--- src/core/usbi_pkg.sv ---
// package: register map, field layout and constants of the usb interface module
package usbi_pkg;

	// register byte offsets
	localparam logic [7:0] OFF_EVENT_FLAGS = 8'h1C;
	localparam logic [7:0] OFF_STICKY = 8'h20;
	localparam logic [7:0] OFF_PORT_MASKS = 8'h24;
	localparam logic [7:0] OFF_FRAME_COUNTER = 8'h28;
	localparam logic [7:0] OFF_LAST_PID = 8'h2C;
	localparam logic [7:0] OFF_LAST_ENDPOINT = 8'h30;
	localparam logic [7:0] OFF_ENDPOINT_MARKING = 8'h34;
	localparam logic [7:0] OFF_OTG_FLAG_MASK = 8'h38;
	localparam logic [7:0] OFF_POWER_SIGNAL = 8'h3C;
	localparam logic [7:0] OFF_TRANSCEIVER_CTRL = 8'h40;

	// widths
	localparam int NUM_FLAGS = 7;
	localparam int NUM_PORTS = 4;
	localparam int MASK_STRIDE = 8;
	localparam int FRAME_W = 11;
	localparam int PID_W = 4;
	localparam int EP_W = 4;
	localparam int NUM_EP = 16;
	localparam int POWER_W = 9;
	localparam int FILT_CNT_W = 16;

	// event flag positions
	localparam int FLAG_TOKEN_OK = 6;
	localparam int FLAG_SE0 = 5;
	localparam int FLAG_K = 4;
	localparam int FLAG_J = 3;
	localparam int FLAG_CRC16 = 2;
	localparam int FLAG_RX_ACTIVE = 1;
	localparam int FLAG_RX_ERROR = 0;

	// endpoint register fields
	localparam int EP_VALID_BIT = 4;
	localparam logic [4:0] EP_MARK_OR = 5'h10;

	// transceiver control fields
	localparam int CTRL_PD_DISABLE = 18;
	localparam int CTRL_CAUSE_SE0 = 13;
	localparam int CTRL_CAUSE_K = 12;
	localparam int CTRL_FILT_LSB = 8;
	localparam int CTRL_AUTO_RESUME = 7;
	localparam int CTRL_CONF_LSB = 4;

	// reset values
	localparam logic [31:0] RESET_ZERO = 32'h0000_0000;

	// line states
	localparam logic [1:0] LS_SE0 = 2'h0;
	localparam logic [1:0] LS_J = 2'h1;
	localparam logic [1:0] LS_K = 2'h2;

	typedef struct packed {
		logic wr;
		logic rd;
		logic [7:0] addr;
		logic [31:0] wdata;
	} usbi_reg_req_t;

	typedef enum logic {
		SUSP_AWAKE,
		SUSP_ASLEEP
	} usbi_susp_t;

endpackage : usbi_pkg

--- src/core/usbi_core.sv ---
// usb interface module: event flags, flag ports, packet capture and phy control
`timescale 1ns/1ps
`default_nettype none
module usbi_core (
	input wire logic sys_clk, // system clock, 125 MHz
	input wire logic arst_n, // async reset, active low
	input wire usbi_pkg::usbi_reg_req_t reg_req, // register access request
	output logic [31:0] reg_rdata, // read data
	output logic reg_rd_valid, // read data valid pulse
	input wire logic receive_active_input, // transceiver receive active
	input wire logic receive_error_input, // transceiver receive error
	input wire logic token_ok, // token decoded pulse
	input wire logic crc16_fail, // data packet crc16 failure pulse
	input wire logic pid_strobe, // packet identifier received
	input wire logic [3:0] pid_value, // received packet identifier
	input wire logic ep_strobe, // endpoint received
	input wire logic [3:0] ep_value, // received endpoint number
	input wire logic sof_strobe, // start-of-frame received
	input wire logic [10:0] sof_value, // received frame number
	input wire logic suspend_enter, // request to enter suspend
	input wire logic resume_request, // software resume request
	input wire logic [1:0] linestate_pin, // raw line state pins
	output logic flag_output_port_a, // flag port from mask 6:0
	output logic flag_output_port_b, // flag port from mask 14:8
	output logic flag_output_port_c, // flag port from mask 22:16
	output logic flag_output_port_d, // flag port from mask 30:24
	output logic [4:0] rx_endpoint_out, // endpoint on receive port
	output logic rx_endpoint_strobe, // receive port valid pulse
	output logic transceiver_data_port_low_pd_dis, // pulldown disable, low port
	output logic transceiver_data_port_high_pd_dis, // pulldown disable, high port
	output logic [2:0] transceiver_config_pins, // transceiver config pins
	output logic [1:0] linestate_filt, // filtered line state
	output logic phy_suspend_n // transceiver suspend, active low
);
	import usbi_pkg::*;

	function automatic logic hit(input usbi_reg_req_t req, input logic [7:0] off);
		hit = (req.addr == off);
	endfunction : hit

	////////////////////////////////////////////////////////////////////////////
	// state
	logic [NUM_FLAGS-1:0] flags, next_flags, sticky, next_sticky, flag_src, flag_clr;
	logic [31:0] masks, next_masks, otg_mask, next_otg_mask;
	logic [FRAME_W-1:0] frame_counter, next_frame_counter;
	logic [PID_W-1:0] last_pid, next_last_pid;
	logic [EP_W-1:0] last_ep, next_last_ep;
	logic last_ep_valid, next_last_ep_valid;
	logic [NUM_EP-1:0] ep_marking, next_ep_marking;
	logic [POWER_W-1:0] power_data, next_power_data;
	logic pd_dis, next_pd_dis, cause_se0, next_cause_se0, cause_k, next_cause_k;
	logic [3:0] filt_log2, next_filt_log2;
	logic auto_resume, next_auto_resume;
	logic [2:0] conf, next_conf;
	usbi_susp_t susp, next_susp;
	logic next_suspend_n;
	logic [NUM_PORTS-1:0] ports, next_ports;
	logic [4:0] next_rx_ep;
	logic [31:0] next_rdata;
	logic wr, rd;

	assign wr = reg_req.wr;
	assign rd = reg_req.rd;

	usbi_linestate_filter u_filter (
		.sys_clk(sys_clk),
		.arst_n(arst_n),
		.linestate_pin(linestate_pin),
		.filt_log2(filt_log2),
		.linestate_filt(linestate_filt)
	);

	////////////////////////////////////////////////////////////////////////////
	// flag sources and flag ports
	always_comb begin
		flag_src = '0;
		flag_src[FLAG_TOKEN_OK] = token_ok;
		flag_src[FLAG_SE0] = (linestate_filt == LS_SE0);
		flag_src[FLAG_K] = (linestate_filt == LS_K);
		flag_src[FLAG_J] = (linestate_filt == LS_J);
		flag_src[FLAG_CRC16] = crc16_fail;
		flag_src[FLAG_RX_ACTIVE] = receive_active_input;
		flag_src[FLAG_RX_ERROR] = receive_error_input;
		flag_clr = (wr && hit(reg_req, OFF_EVENT_FLAGS)) ? reg_req.wdata[NUM_FLAGS-1:0] : '0;
	end

	genvar gi;
	generate
		for (gi = 0; gi < NUM_FLAGS; gi++) begin : g_flag
			// set wins over a clear in the same cycle
			assign next_flags[gi] = sticky[gi] ? ((flags[gi] & ~flag_clr[gi]) | flag_src[gi])
				: flag_src[gi];
		end
		for (gi = 0; gi < NUM_PORTS; gi++) begin : g_port
			assign next_ports[gi] = |(flags & masks[gi*MASK_STRIDE +: NUM_FLAGS]);
		end
	endgenerate

	assign flag_output_port_a = ports[0];
	assign flag_output_port_b = ports[1];
	assign flag_output_port_c = ports[2];
	assign flag_output_port_d = ports[3];

	////////////////////////////////////////////////////////////////////////////
	// register writes, packet capture and suspend control
	always_comb begin
		next_sticky = sticky;
		next_masks = masks;
		next_frame_counter = frame_counter;
		next_ep_marking = ep_marking;
		next_otg_mask = otg_mask;
		next_power_data = power_data;
		next_pd_dis = pd_dis;
		next_cause_se0 = cause_se0;
		next_cause_k = cause_k;
		next_filt_log2 = filt_log2;
		next_auto_resume = auto_resume;
		next_conf = conf;
		next_last_pid = last_pid;
		next_last_ep = last_ep;
		next_last_ep_valid = last_ep_valid;
		next_susp = susp;
		next_rx_ep = rx_endpoint_out;
		if (wr) begin
			if (hit(reg_req, OFF_STICKY)) next_sticky = reg_req.wdata[NUM_FLAGS-1:0];
			if (hit(reg_req, OFF_PORT_MASKS)) next_masks = reg_req.wdata;
			if (hit(reg_req, OFF_FRAME_COUNTER)) begin
				next_frame_counter = reg_req.wdata[FRAME_W-1:0];
			end
			if (hit(reg_req, OFF_ENDPOINT_MARKING)) next_ep_marking = reg_req.wdata[NUM_EP-1:0];
			if (hit(reg_req, OFF_OTG_FLAG_MASK)) next_otg_mask = reg_req.wdata;
			if (hit(reg_req, OFF_POWER_SIGNAL)) begin
				next_power_data = reg_req.wdata[POWER_W-1:0];
			end
			if (hit(reg_req, OFF_TRANSCEIVER_CTRL)) begin
				next_pd_dis = reg_req.wdata[CTRL_PD_DISABLE];
				next_cause_se0 = reg_req.wdata[CTRL_CAUSE_SE0];
				next_cause_k = reg_req.wdata[CTRL_CAUSE_K];
				next_filt_log2 = reg_req.wdata[CTRL_FILT_LSB +: 4];
				next_auto_resume = reg_req.wdata[CTRL_AUTO_RESUME];
				next_conf = reg_req.wdata[CTRL_CONF_LSB +: 3];
			end
		end
		// received frame number overrides a write in the same cycle
		if (sof_strobe) next_frame_counter = sof_value;
		if (pid_strobe) next_last_pid = pid_value;
		if (ep_strobe) begin
			next_last_ep = ep_value;
			next_last_ep_valid = 1'b1;
			next_rx_ep = {1'b0, ep_value} | (ep_marking[ep_value] ? EP_MARK_OR : 5'h00);
		end
		case (susp)
			SUSP_AWAKE: begin
				if (suspend_enter) next_susp = SUSP_ASLEEP;
			end
			SUSP_ASLEEP: begin
				if (auto_resume && linestate_filt == LS_SE0) begin
					next_cause_se0 = 1'b1;
					next_susp = SUSP_AWAKE;
				end else if (auto_resume && linestate_filt == LS_K) begin
					next_cause_k = 1'b1;
					next_susp = SUSP_AWAKE;
				end else if (resume_request) begin
					next_susp = SUSP_AWAKE;
				end
			end
			default: next_susp = SUSP_AWAKE;
		endcase
		next_suspend_n = (next_susp == SUSP_AWAKE);
	end

	////////////////////////////////////////////////////////////////////////////
	// read path
	always_comb begin
		next_rdata = RESET_ZERO;
		case (reg_req.addr)
			OFF_EVENT_FLAGS: next_rdata[NUM_FLAGS-1:0] = flags;
			OFF_STICKY: next_rdata[NUM_FLAGS-1:0] = sticky;
			OFF_PORT_MASKS: next_rdata = masks;
			OFF_FRAME_COUNTER: next_rdata[FRAME_W-1:0] = frame_counter;
			OFF_LAST_PID: next_rdata[PID_W-1:0] = last_pid;
			OFF_LAST_ENDPOINT: next_rdata[EP_VALID_BIT:0] = {last_ep_valid, last_ep};
			OFF_ENDPOINT_MARKING: next_rdata[NUM_EP-1:0] = ep_marking;
			OFF_OTG_FLAG_MASK: next_rdata = otg_mask;
			OFF_POWER_SIGNAL: next_rdata[POWER_W-1:0] = power_data;
			OFF_TRANSCEIVER_CTRL: begin
				next_rdata[CTRL_PD_DISABLE] = pd_dis;
				next_rdata[CTRL_CAUSE_SE0] = cause_se0;
				next_rdata[CTRL_CAUSE_K] = cause_k;
				next_rdata[CTRL_FILT_LSB +: 4] = filt_log2;
				next_rdata[CTRL_AUTO_RESUME] = auto_resume;
				next_rdata[CTRL_CONF_LSB +: 3] = conf;
			end
			default: next_rdata = RESET_ZERO;
		endcase
		if (!rd) next_rdata = reg_rdata;
	end

	////////////////////////////////////////////////////////////////////////////
	always_ff @(posedge sys_clk or negedge arst_n) begin
		if (!arst_n) begin
			flags <= '0;
			sticky <= '0;
			masks <= RESET_ZERO;
			frame_counter <= '0;
			last_pid <= '0;
			last_ep <= '0;
			last_ep_valid <= 1'b0;
			ep_marking <= '0;
			otg_mask <= RESET_ZERO;
			power_data <= '0;
			pd_dis <= 1'b0;
			cause_se0 <= 1'b0;
			cause_k <= 1'b0;
			filt_log2 <= 4'h0;
			auto_resume <= 1'b0;
			conf <= 3'h0;
			susp <= SUSP_AWAKE;
			phy_suspend_n <= 1'b1;
			ports <= '0;
			rx_endpoint_out <= 5'h00;
			rx_endpoint_strobe <= 1'b0;
			reg_rdata <= RESET_ZERO;
			reg_rd_valid <= 1'b0;
		end else begin
			flags <= next_flags;
			sticky <= next_sticky;
			masks <= next_masks;
			frame_counter <= next_frame_counter;
			last_pid <= next_last_pid;
			last_ep <= next_last_ep;
			last_ep_valid <= next_last_ep_valid;
			ep_marking <= next_ep_marking;
			otg_mask <= next_otg_mask;
			power_data <= next_power_data;
			pd_dis <= next_pd_dis;
			cause_se0 <= next_cause_se0;
			cause_k <= next_cause_k;
			filt_log2 <= next_filt_log2;
			auto_resume <= next_auto_resume;
			conf <= next_conf;
			susp <= next_susp;
			phy_suspend_n <= next_suspend_n;
			ports <= next_ports;
			rx_endpoint_out <= next_rx_ep;
			rx_endpoint_strobe <= ep_strobe;
			reg_rdata <= next_rdata;
			reg_rd_valid <= rd;
		end
	end

	assign transceiver_data_port_low_pd_dis = pd_dis;
	assign transceiver_data_port_high_pd_dis = pd_dis;
	assign transceiver_config_pins = conf;
endmodule : usbi_core
`default_nettype wire

--- src/core/usbi_linestate_filter.sv ---
// line-state synchroniser and programmable stability filter
`timescale 1ns/1ps
`default_nettype none
module usbi_linestate_filter (
	input wire logic sys_clk, // system clock
	input wire logic arst_n, // async reset, active low
	input wire logic [1:0] linestate_pin, // raw line state from transceiver
	input wire logic [3:0] filt_log2, // log2 of stability delay
	output logic [1:0] linestate_filt // filtered line state
);
	import usbi_pkg::*;

	logic [1:0] sync1, sync2, sync3;
	logic [1:0] pend, next_pend, next_filt;
	logic [FILT_CNT_W-1:0] cnt, next_cnt, limit;

	////////////////////////////////////////////////////////////////////////////
	always_comb begin
		limit = (16'h0001 << filt_log2) - 16'h0001;
		next_pend = pend;
		next_filt = linestate_filt;
		next_cnt = '0;
		if (sync2 != sync3) begin
			next_cnt = '0;
		end else if (sync3 != pend) begin
			next_pend = sync3;
		end else if (pend != linestate_filt) begin
			if (cnt == limit) begin
				next_filt = pend;
			end else begin
				next_cnt = cnt + 16'h0001;
			end
		end
	end

	always_ff @(posedge sys_clk or negedge arst_n) begin
		if (!arst_n) begin
			sync1 <= LS_SE0;
			sync2 <= LS_SE0;
			sync3 <= LS_SE0;
			pend <= LS_SE0;
			linestate_filt <= LS_SE0;
			cnt <= '0;
		end else begin
			sync1 <= linestate_pin;
			sync2 <= sync1;
			sync3 <= sync2;
			pend <= next_pend;
			linestate_filt <= next_filt;
			cnt <= next_cnt;
		end
	end
endmodule : usbi_linestate_filter
`default_nettype wire

--- config.mk ---
export PLATFORM = sky130hd
export DESIGN_NAME = usbi_core
export DESIGN_NICKNAME = d
export VERILOG_FILES = /design/src/core/usbi_pkg.sv /design/src/core/usbi_core.sv /design/src/core/usbi_linestate_filter.sv
export SDC_FILE = /design/constraint.sdc
export NUM_CORES = 1
export LEC_CHECK = 0
export BUFFER_PORTS_ARGS = -buffer_cell sky130_fd_sc_hd__buf_2
export CORE_MARGIN = 2
export CORE_UTILIZATION = 40
export CTS_CLUSTER_DIAMETER = 200
export DETAILED_ROUTE_END_ITERATION = 7
export GPL_TIMING_DRIVEN = 0
export PLACE_DENSITY = 0.67
export RECOVER_POWER = 25
export SLEW_MARGIN = 20
export SYNTH_ARGS = -nofsm -noshare
export SYNTH_HDL_FRONTEND = slang
export SYNTH_HIERARCHICAL = 1
export SYNTH_SLANG_ARGS = --single-unit
--- constraint.sdc ---
create_clock -name sys_clk -period 5.4 [get_ports sys_clk]
set_input_delay 0.81 -clock sys_clk [delete_from_list [all_inputs] [get_ports sys_clk]]
set_output_delay 0.81 -clock sys_clk [all_outputs]
set_load 0.005 [all_outputs]
==> out/qor.yml, run 1 <==
status:
  status: "finished, violations left"
  violations: "max-capacitance violations, max-slew violations"
setup_path:
  r2r-end: "u_filter/cnt[12]"
  reg2reg_from: "filt_log2[2]"
  crit_buf_inv: 2
  startpoint_type: "input pin"
  crit_arrival_ps: 3790
  critical_path_class: "in2async"
  max_stage_delay_ps: 2500
  worstSetupPathDepth: 2
  startpoint: "arst_n"
  crit_family: "buffers and inverters"
  cp_slowest_cell: "clkbuf_1"
  end_kind: "asynchronous set/reset pin"
  ff2ff_setup_slack_ps: 1570
  reg2reg_depth: 12
  critical_path.cell_chain: "buf_8 -> clkbuf_1"
  endpoint: "ep_marking[7]"
  crit_fanout: 75
  cp.required_ps: 5210
timing:
  period_minus_slack_ps: 3980
  setup_viol: 0
  fmax_mhz: 252
  period_share_pct: 73.6
  clock_skew_ps: 13.6
  hold_violations: 0
  rsz0062_at_grt: "no"
  worstMarginPinSlew_ps: 3490
  setup_tns_ps: 0
  relSlewSlack_pct: -133
  drv_slew: 63
floorplan:
  start_util_pct: 40.4
  num_rows: 56
  die_w_um: 157
  fp.dieH_um: 157
  design.core.area_um2: 23300
  boundaryPins: 125
  die-area_um2: 24700
global_route:
  antenna_found_initial: 0
  grt_use_total_pct: 21.3
  grt_start_max_net_pins: 76
  grt_pass1_vias: 7076
  grt_pass1_wl_mm: 40.5
  grt_overflow: 0
pwr:
  leakagePower_nw: 5.31
  combinationalPowerShare_pct: 10.0
  ir_drop_v: 0.000242
  swShare_pct: 25.5
  switching_power_mw: 0.934
  p_per_area_nw_per_um2: 326
  p_int_mw: 2.73
  p_seq_share_pct: 46.5
  clkPwrFrac_pct: 43.5
cells_and_area:
  layout.nets: 1022
  seqCellArea_um2: 5030
  n_fill_cell: 2181
  multi_input_area_um2: 4100
  drive_gt1_share_pct: 31.5
  final_cell_mix: "200 x dfrtp_1, 141 x buf_2, 87 x mux2_2, 63 x nor2_1, 37 x a22oi_1"
  layout_commonest_cell: "dfrtp_1"
  final_core_util_pct: 48.3
  finalInstanceArea_um2: 11200
  area_growth_pct: 19.6
  num_antenna_cells: 0
place:
  numPortBuffers: 124
  post_dp_cell_area_um2: 10500
  hpwl_mm: 18.6
  place_congestion: 0.883
detailed_routing:
  vias_per_cell: 5.58
  drc: 0
  vias: 7153
  dr.pass1.iters: 7
  drtIter0Drc: 552
  wirelength_mm: 26.3
  wl_per_cell_um: 20.6
  drtAntennaViolNets: 0
logic_synthesis:
  synth_top_area_share_pct: 53.2
  synth_area_leaders: "dfrtp_1 53%, mux2_2 10%, mux2_1 3.7%"
  syn_inst: 795
  syn_nets: 871
  synth_top_cell_by_area: "dfrtp_1"
  yosysSeqAreaShare_pct: 53.5
  syn_avg_cell_area_um2: 11.8
  ys_ff_latch: 201
  ys.flop_type: "dfrtp_1"
  syn-cell-area_um2: 9400
  yosysUniqueCellTypes: 69
  synthArstFlopShare_pct: 100
  synth_edf_count: 0
  yosysWarnings: 6
hold_path:
  hp-class: "in2async"
clocking:
  cts_root_buffer: "clkbuf_16"
  cts_buffers: 23
  hold_buffers: 0
  cts_resized: 0
  clkLatencyLatePin_ps: 510
  cts_tree: "yes"
  post-cts-setup-buffers: 0
  clockBufferDepth: 3
  cts_max_level: 1
  clk_pin_slew_worst_paths_ps: 60
  cts_sinks: 201
run:
  drv_cap: 1
==> how the worst min path moves through the flow <==
| stage | startpoint | endpoint | slack (ps) | depth (start not counted) |
|---|---|---|---|---|
| detailed placement | u_filter/sync1[1] | u_filter/sync2[1] | 340 | 0 |
| floorplan | u_filter/sync1[0] | u_filter/sync2[0] | 330 | 0 |
| global placement | u_filter/sync1[1] | u_filter/sync2[1] | 330 | 0 |
| finish | arst_n | otg_mask[31] | 250 | 1 |
| CTS | arst_n | reg_rdata[17] | 290 | 1 |
| global route | arst_n | otg_mask[17] | 280 | 1 |
==> per-stage QoR <==
stage / worst slack [ps] / power (mW) / hold WS [ps] / cells
floorplan: 2180 / 1.89 / 331 / 795
global placement: 115 / 2.08 / 334 / 1238
detailed placement: 1570 / 2.09 / 340 / 1240
CTS: 1530 / 3.69 / 290 / 1281
global route: 664 / 3.81 / 285 / 1281
finish: 1420 / 3.66 / 253 / 1281
==> Yosys cell counts (all sizes together), types with 12 or more instances <==
library cell and count:
dfrtp 200, mux2 120, nor2 65, a22oi 38, nand2 38, o21ai 32, nand3 30, buf 29
mux2i 29, a21oi 27, clkbuf 17, inv 15, xor2 15, a222oi 14, xnor2 12
==> final cells by class <==
cell class / instances / share of cell area, %
buffer: 46 / 1.89
clock buffer: 29 / 5.85
clock inverter: 12 / 1.15
inverter: 15 / 0.501
multi-input combinational: 533 / 36.5
sequential: 201 / 44.7
tap: 319 / 3.55
timing repair buffer: 126 / 5.86
==> kinds of logic after synthesis <==
logic type | after synthesis | share of synthesized area, %
multiplexers | 154 | 18.7
flip-flops | 201 | 53.5
buffers and inverters | 61 | 2.86
XOR/XNOR | 27 | 2.52
AND/OR/NAND/NOR | 194 | 10.8
adder cells (fa/ha/maj) | 2 | 0.266
AO/OA/AOI/OAI | 156 | 11.3
==> routing by layer <==
metal | vias to the layer above | share of wire (%) | GRT usage [%]
met3 | 29 | 7.0 | 3.91
li1 | 3236 | - | -
met4 | 0 | 1.5 | 3.85
met1 | 3641 | 45 | 30.7
met5 | - | 0 | 0
met2 | 247 | 47 | 33.9
==> sequential cells by signal, indices dropped and copies added (netlist names), 2 cells and up <==
signal                   flops
u_filter/sync1               2
frame_counter               11
transceiver_config_pins      3
u_filter/cnt                16
otg_mask                    32
u_filter/sync2               2
ep_marking                  16
filt_log2                    4
ports                        4
reg_rdata                   32
u_filter/pend                2
flags                        7
last_pid                     4
u_filter/sync3               2
masks                       32
u_filter/linestate_filt      2
rx_endpoint_out              5
power_data                   9
sticky                       7
==> power groups by stage <==
stage	combinational, mW	clock, mW	sequential (mW)
2_1_floorplan	0.200	0	1.69
3_3_place_gp	0.356	0	1.73
3_5_place_dp	0.368	0	1.73
4_1_cts	0.371	1.62	1.70
5_1_grt	0.410	1.68	1.71
6_report	0.366	1.59	1.70
No activity file was read; power rests on OpenSTA's default activity.
==> run 2: changes to the inputs <==
Clock period 5.4 ns to 3.9 ns, I/O delays scaled along.
==> run 2 against run 1 <==
The run still ends with max-capacitance violations, max-slew violations left. Largest power group unchanged. Count of clock-buffer cells in the layout is the same. Worst hold slack lost 58 ps. Clock power grew 38%. Cell count is the same. Wire length is essentially flat. Sequential cell count is the same. Combinational power grew 39%. Die area is the same. Power grew 38%. Critical path depth grew 9.
==> out/qor.yml, run 2 (synthesis results as in run 1) <==
floorplan:
  num_rows: 56  # unchanged
  fp.dieH_um: 157  # unchanged
  start_util_pct: 40.4  # unchanged
  die-area_um2: 24700  # unchanged
  design.core.area_um2: 23300  # unchanged
  boundaryPins: 125  # unchanged
  die_w_um: 157  # unchanged
cells_and_area:
  layout_commonest_cell: "dfrtp_1"
  layout.nets: 1022  # unchanged
  top_regs: "masks x32, otg_mask x32, reg_rdata x32"
  num_antenna_cells: 0  # unchanged
  n_fill_cell: 2189  # +0.37%
  drive_gt1_share_pct: 31.9  # +0.42 points
  final_cell_mix: "200 x dfrtp_1, 142 x buf_2, 87 x mux2_2, 63 x nor2_1, 37 x a22oi_1"
  area_growth_pct: 19.6  # about the same
detailed_routing:
  wl_per_cell_um: 20.6  # about the same
  vias: 7224  # +0.99%
  wirelength_mm: 26.3  # about the same
  drtAntennaViolNets: 0  # unchanged
  vias_per_cell: 5.64  # +0.99%
  drtIter0Drc: 534  # -3.3%
  dr.pass1.iters: 8  # +1
  drc: 0  # unchanged
global_route:
  grt_pass1_vias: 7076  # unchanged
  grt_use_total_pct: 21.3  # unchanged
  antenna_found_initial: 0  # unchanged
  grt_overflow: 0  # unchanged
  grt_pass1_wl_mm: 40.5  # unchanged
  grt_start_max_net_pins: 76  # unchanged
setup_path:
  startpoint: "filt_log2[0]"
  crit_family: "simple AND/OR/NAND/NOR gates"
  reg2reg_from: "filt_log2[0]"
  max_stage_delay_ps: 580  # -1920 ps
  critical_path.cell_chain: "buf_6 -> or4_4 -> ha_1 -> nor2_1 -> mux2i_1 -> o31ai_1 -> xor2_1 -> or4_1 -> o21ai_2 -> buf_2 -> nor2_1"
  cp.required_ps: 4280  # -930 ps
  crit_fanout: 10  # -87%
  startpoint_type: "flip-flop"
  crit_arrival_ps: 3950  # +160 ps
  critical_path_class: "reg2reg"
  crit_buf_inv: 2  # unchanged
  cpMostUsedCell: "nor2_1"
  cp_slowest_cell: "or4_1"
  end_kind: "flip-flop"
timing:
  fmax_mhz: 280
  hold_violations: 0  # unchanged
  period_share_pct: 91.6
  worstMarginPinSlew_ps: 1880  # -1620 ps
  drv_slew: 139  # +120%
  rsz0062_at_grt: "no"
  setup_tns_ps: 0  # unchanged
  setup_viol: 0  # unchanged
  clock_skew_ps: 14.8  # +1.20 ps
  period_minus_slack_ps: 3570
  relSlewSlack_pct: -25.1  # +110 points
status:
  status: "finished, violations left"
  violations: "max-capacitance violations, max-slew violations"
clocking:
  cts_sinks: 201  # unchanged
  clk_pin_slew_worst_paths_ps: 60  # about the same
  post-cts-setup-buffers: 0  # unchanged
  cts_tree: "yes"
  cts_max_level: 1  # unchanged
  cts_buffers: 23  # unchanged
  clkLatencyLatePin_ps: 510  # about the same
  cts_root_buffer: "clkbuf_16"
  clockBufferDepth: 3  # unchanged
pwr:
  combinationalPowerShare_pct: 10.0  # about the same
  switching_power_mw: 1.30  # +39%
  swShare_pct: 25.5  # +0.038 points
  p_int_mw: 3.78  # +38%
  clkPwrFrac_pct: 43.5  # about the same
  ir_drop_v: 0.000334  # +38%
  total_power_mw: 5.07  # +38%
  p_per_area_nw_per_um2: 451  # +39%
  p_seq_share_pct: 46.5  # about the same
  leakagePower_nw: 5.31  # +0.12%
hold_path:
  hp-class: "in2reg"
  hp-start: "linestate_pin[0]"
place:
  place_congestion: 0.883  # unchanged
  numPortBuffers: 124  # unchanged
  hpwl_mm: 18.6  # unchanged
run:
  drv_cap: 2  # +1
run 2: cell count changes in the layout (fill, tap and decap cells not counted), sizes merged:
cell,before,now
clkbuf,49,50
buf,152,151
run 2: path summary, 6_finish.rpt:
path,slack [ps],cells after the start,endpoint
max reg2reg,330,11,u_filter/cnt[13]
min,200,1,u_filter/sync1[0]
max,330,11,u_filter/cnt[13]
min reg2reg,350,0,u_filter/sync2[1]
min in group asynchronous,570,1,otg_mask[31]
max in group asynchronous,800,3,phy_suspend_n
run 2: final cells by class:
type	count	area [um2]	share of cell area, %
sequential	201	5030	44.7
clock inverter	12	129	1.15
timing repair buffer	126	652	5.80
tap	319	399	3.55
clock buffer	29	658	5.85
inverter	15	56.3	0.501
multi-input combinational	533	4100	36.5
buffer	46	214	1.90
run 2: repair_timing:
item / CTS / global route
setup endpoints to repair: 0 / 10
hold endpoints to repair: 0 / 0
hold buffers: 0 / 0
gates resized for setup: 0 / 2
run 2: metal layers:
layer | wire (um) | GRT usage, % | up-vias | share of wire [%]
met3 | 1930 | 3.91 | 37 | 7.3
met4 | 420 | 3.85 | 0 | 1.6
met2 | 12300 | 33.9 | 266 | 47
li1 | - | - | 3236 | -
met5 | 0 | 0 | - | 0
met1 | 11700 | 30.7 | 3685 | 44
run 2: power by group through the flow:
stage | registers, mW | logic (mW) | clock network [mW]
after floorplan | 2.34 | 0.276 | 0
after global placement | 2.39 | 0.493 | 0
after detailed placement | 2.39 | 0.510 | 0
after CTS | 2.35 | 0.514 | 2.24
after global routing | 2.37 | 0.567 | 2.33
final | 2.36 | 0.508 | 2.20
run 2: stage by stage:
stage                     std cells  area (um2)  setup WS (ps)  hold WS [ps]  utilization [%]
after floorplan                 795        9400            676           289                -
after global placement         1238       10400          -1160           334             44.8
after detailed placement       1240       10500           70.5           340             45.1
after CTS                      1281       11300           31.1          65.4             48.5
after global routing           1281       11200            113           179             48.3
final                          1281       11200            328           195             48.3
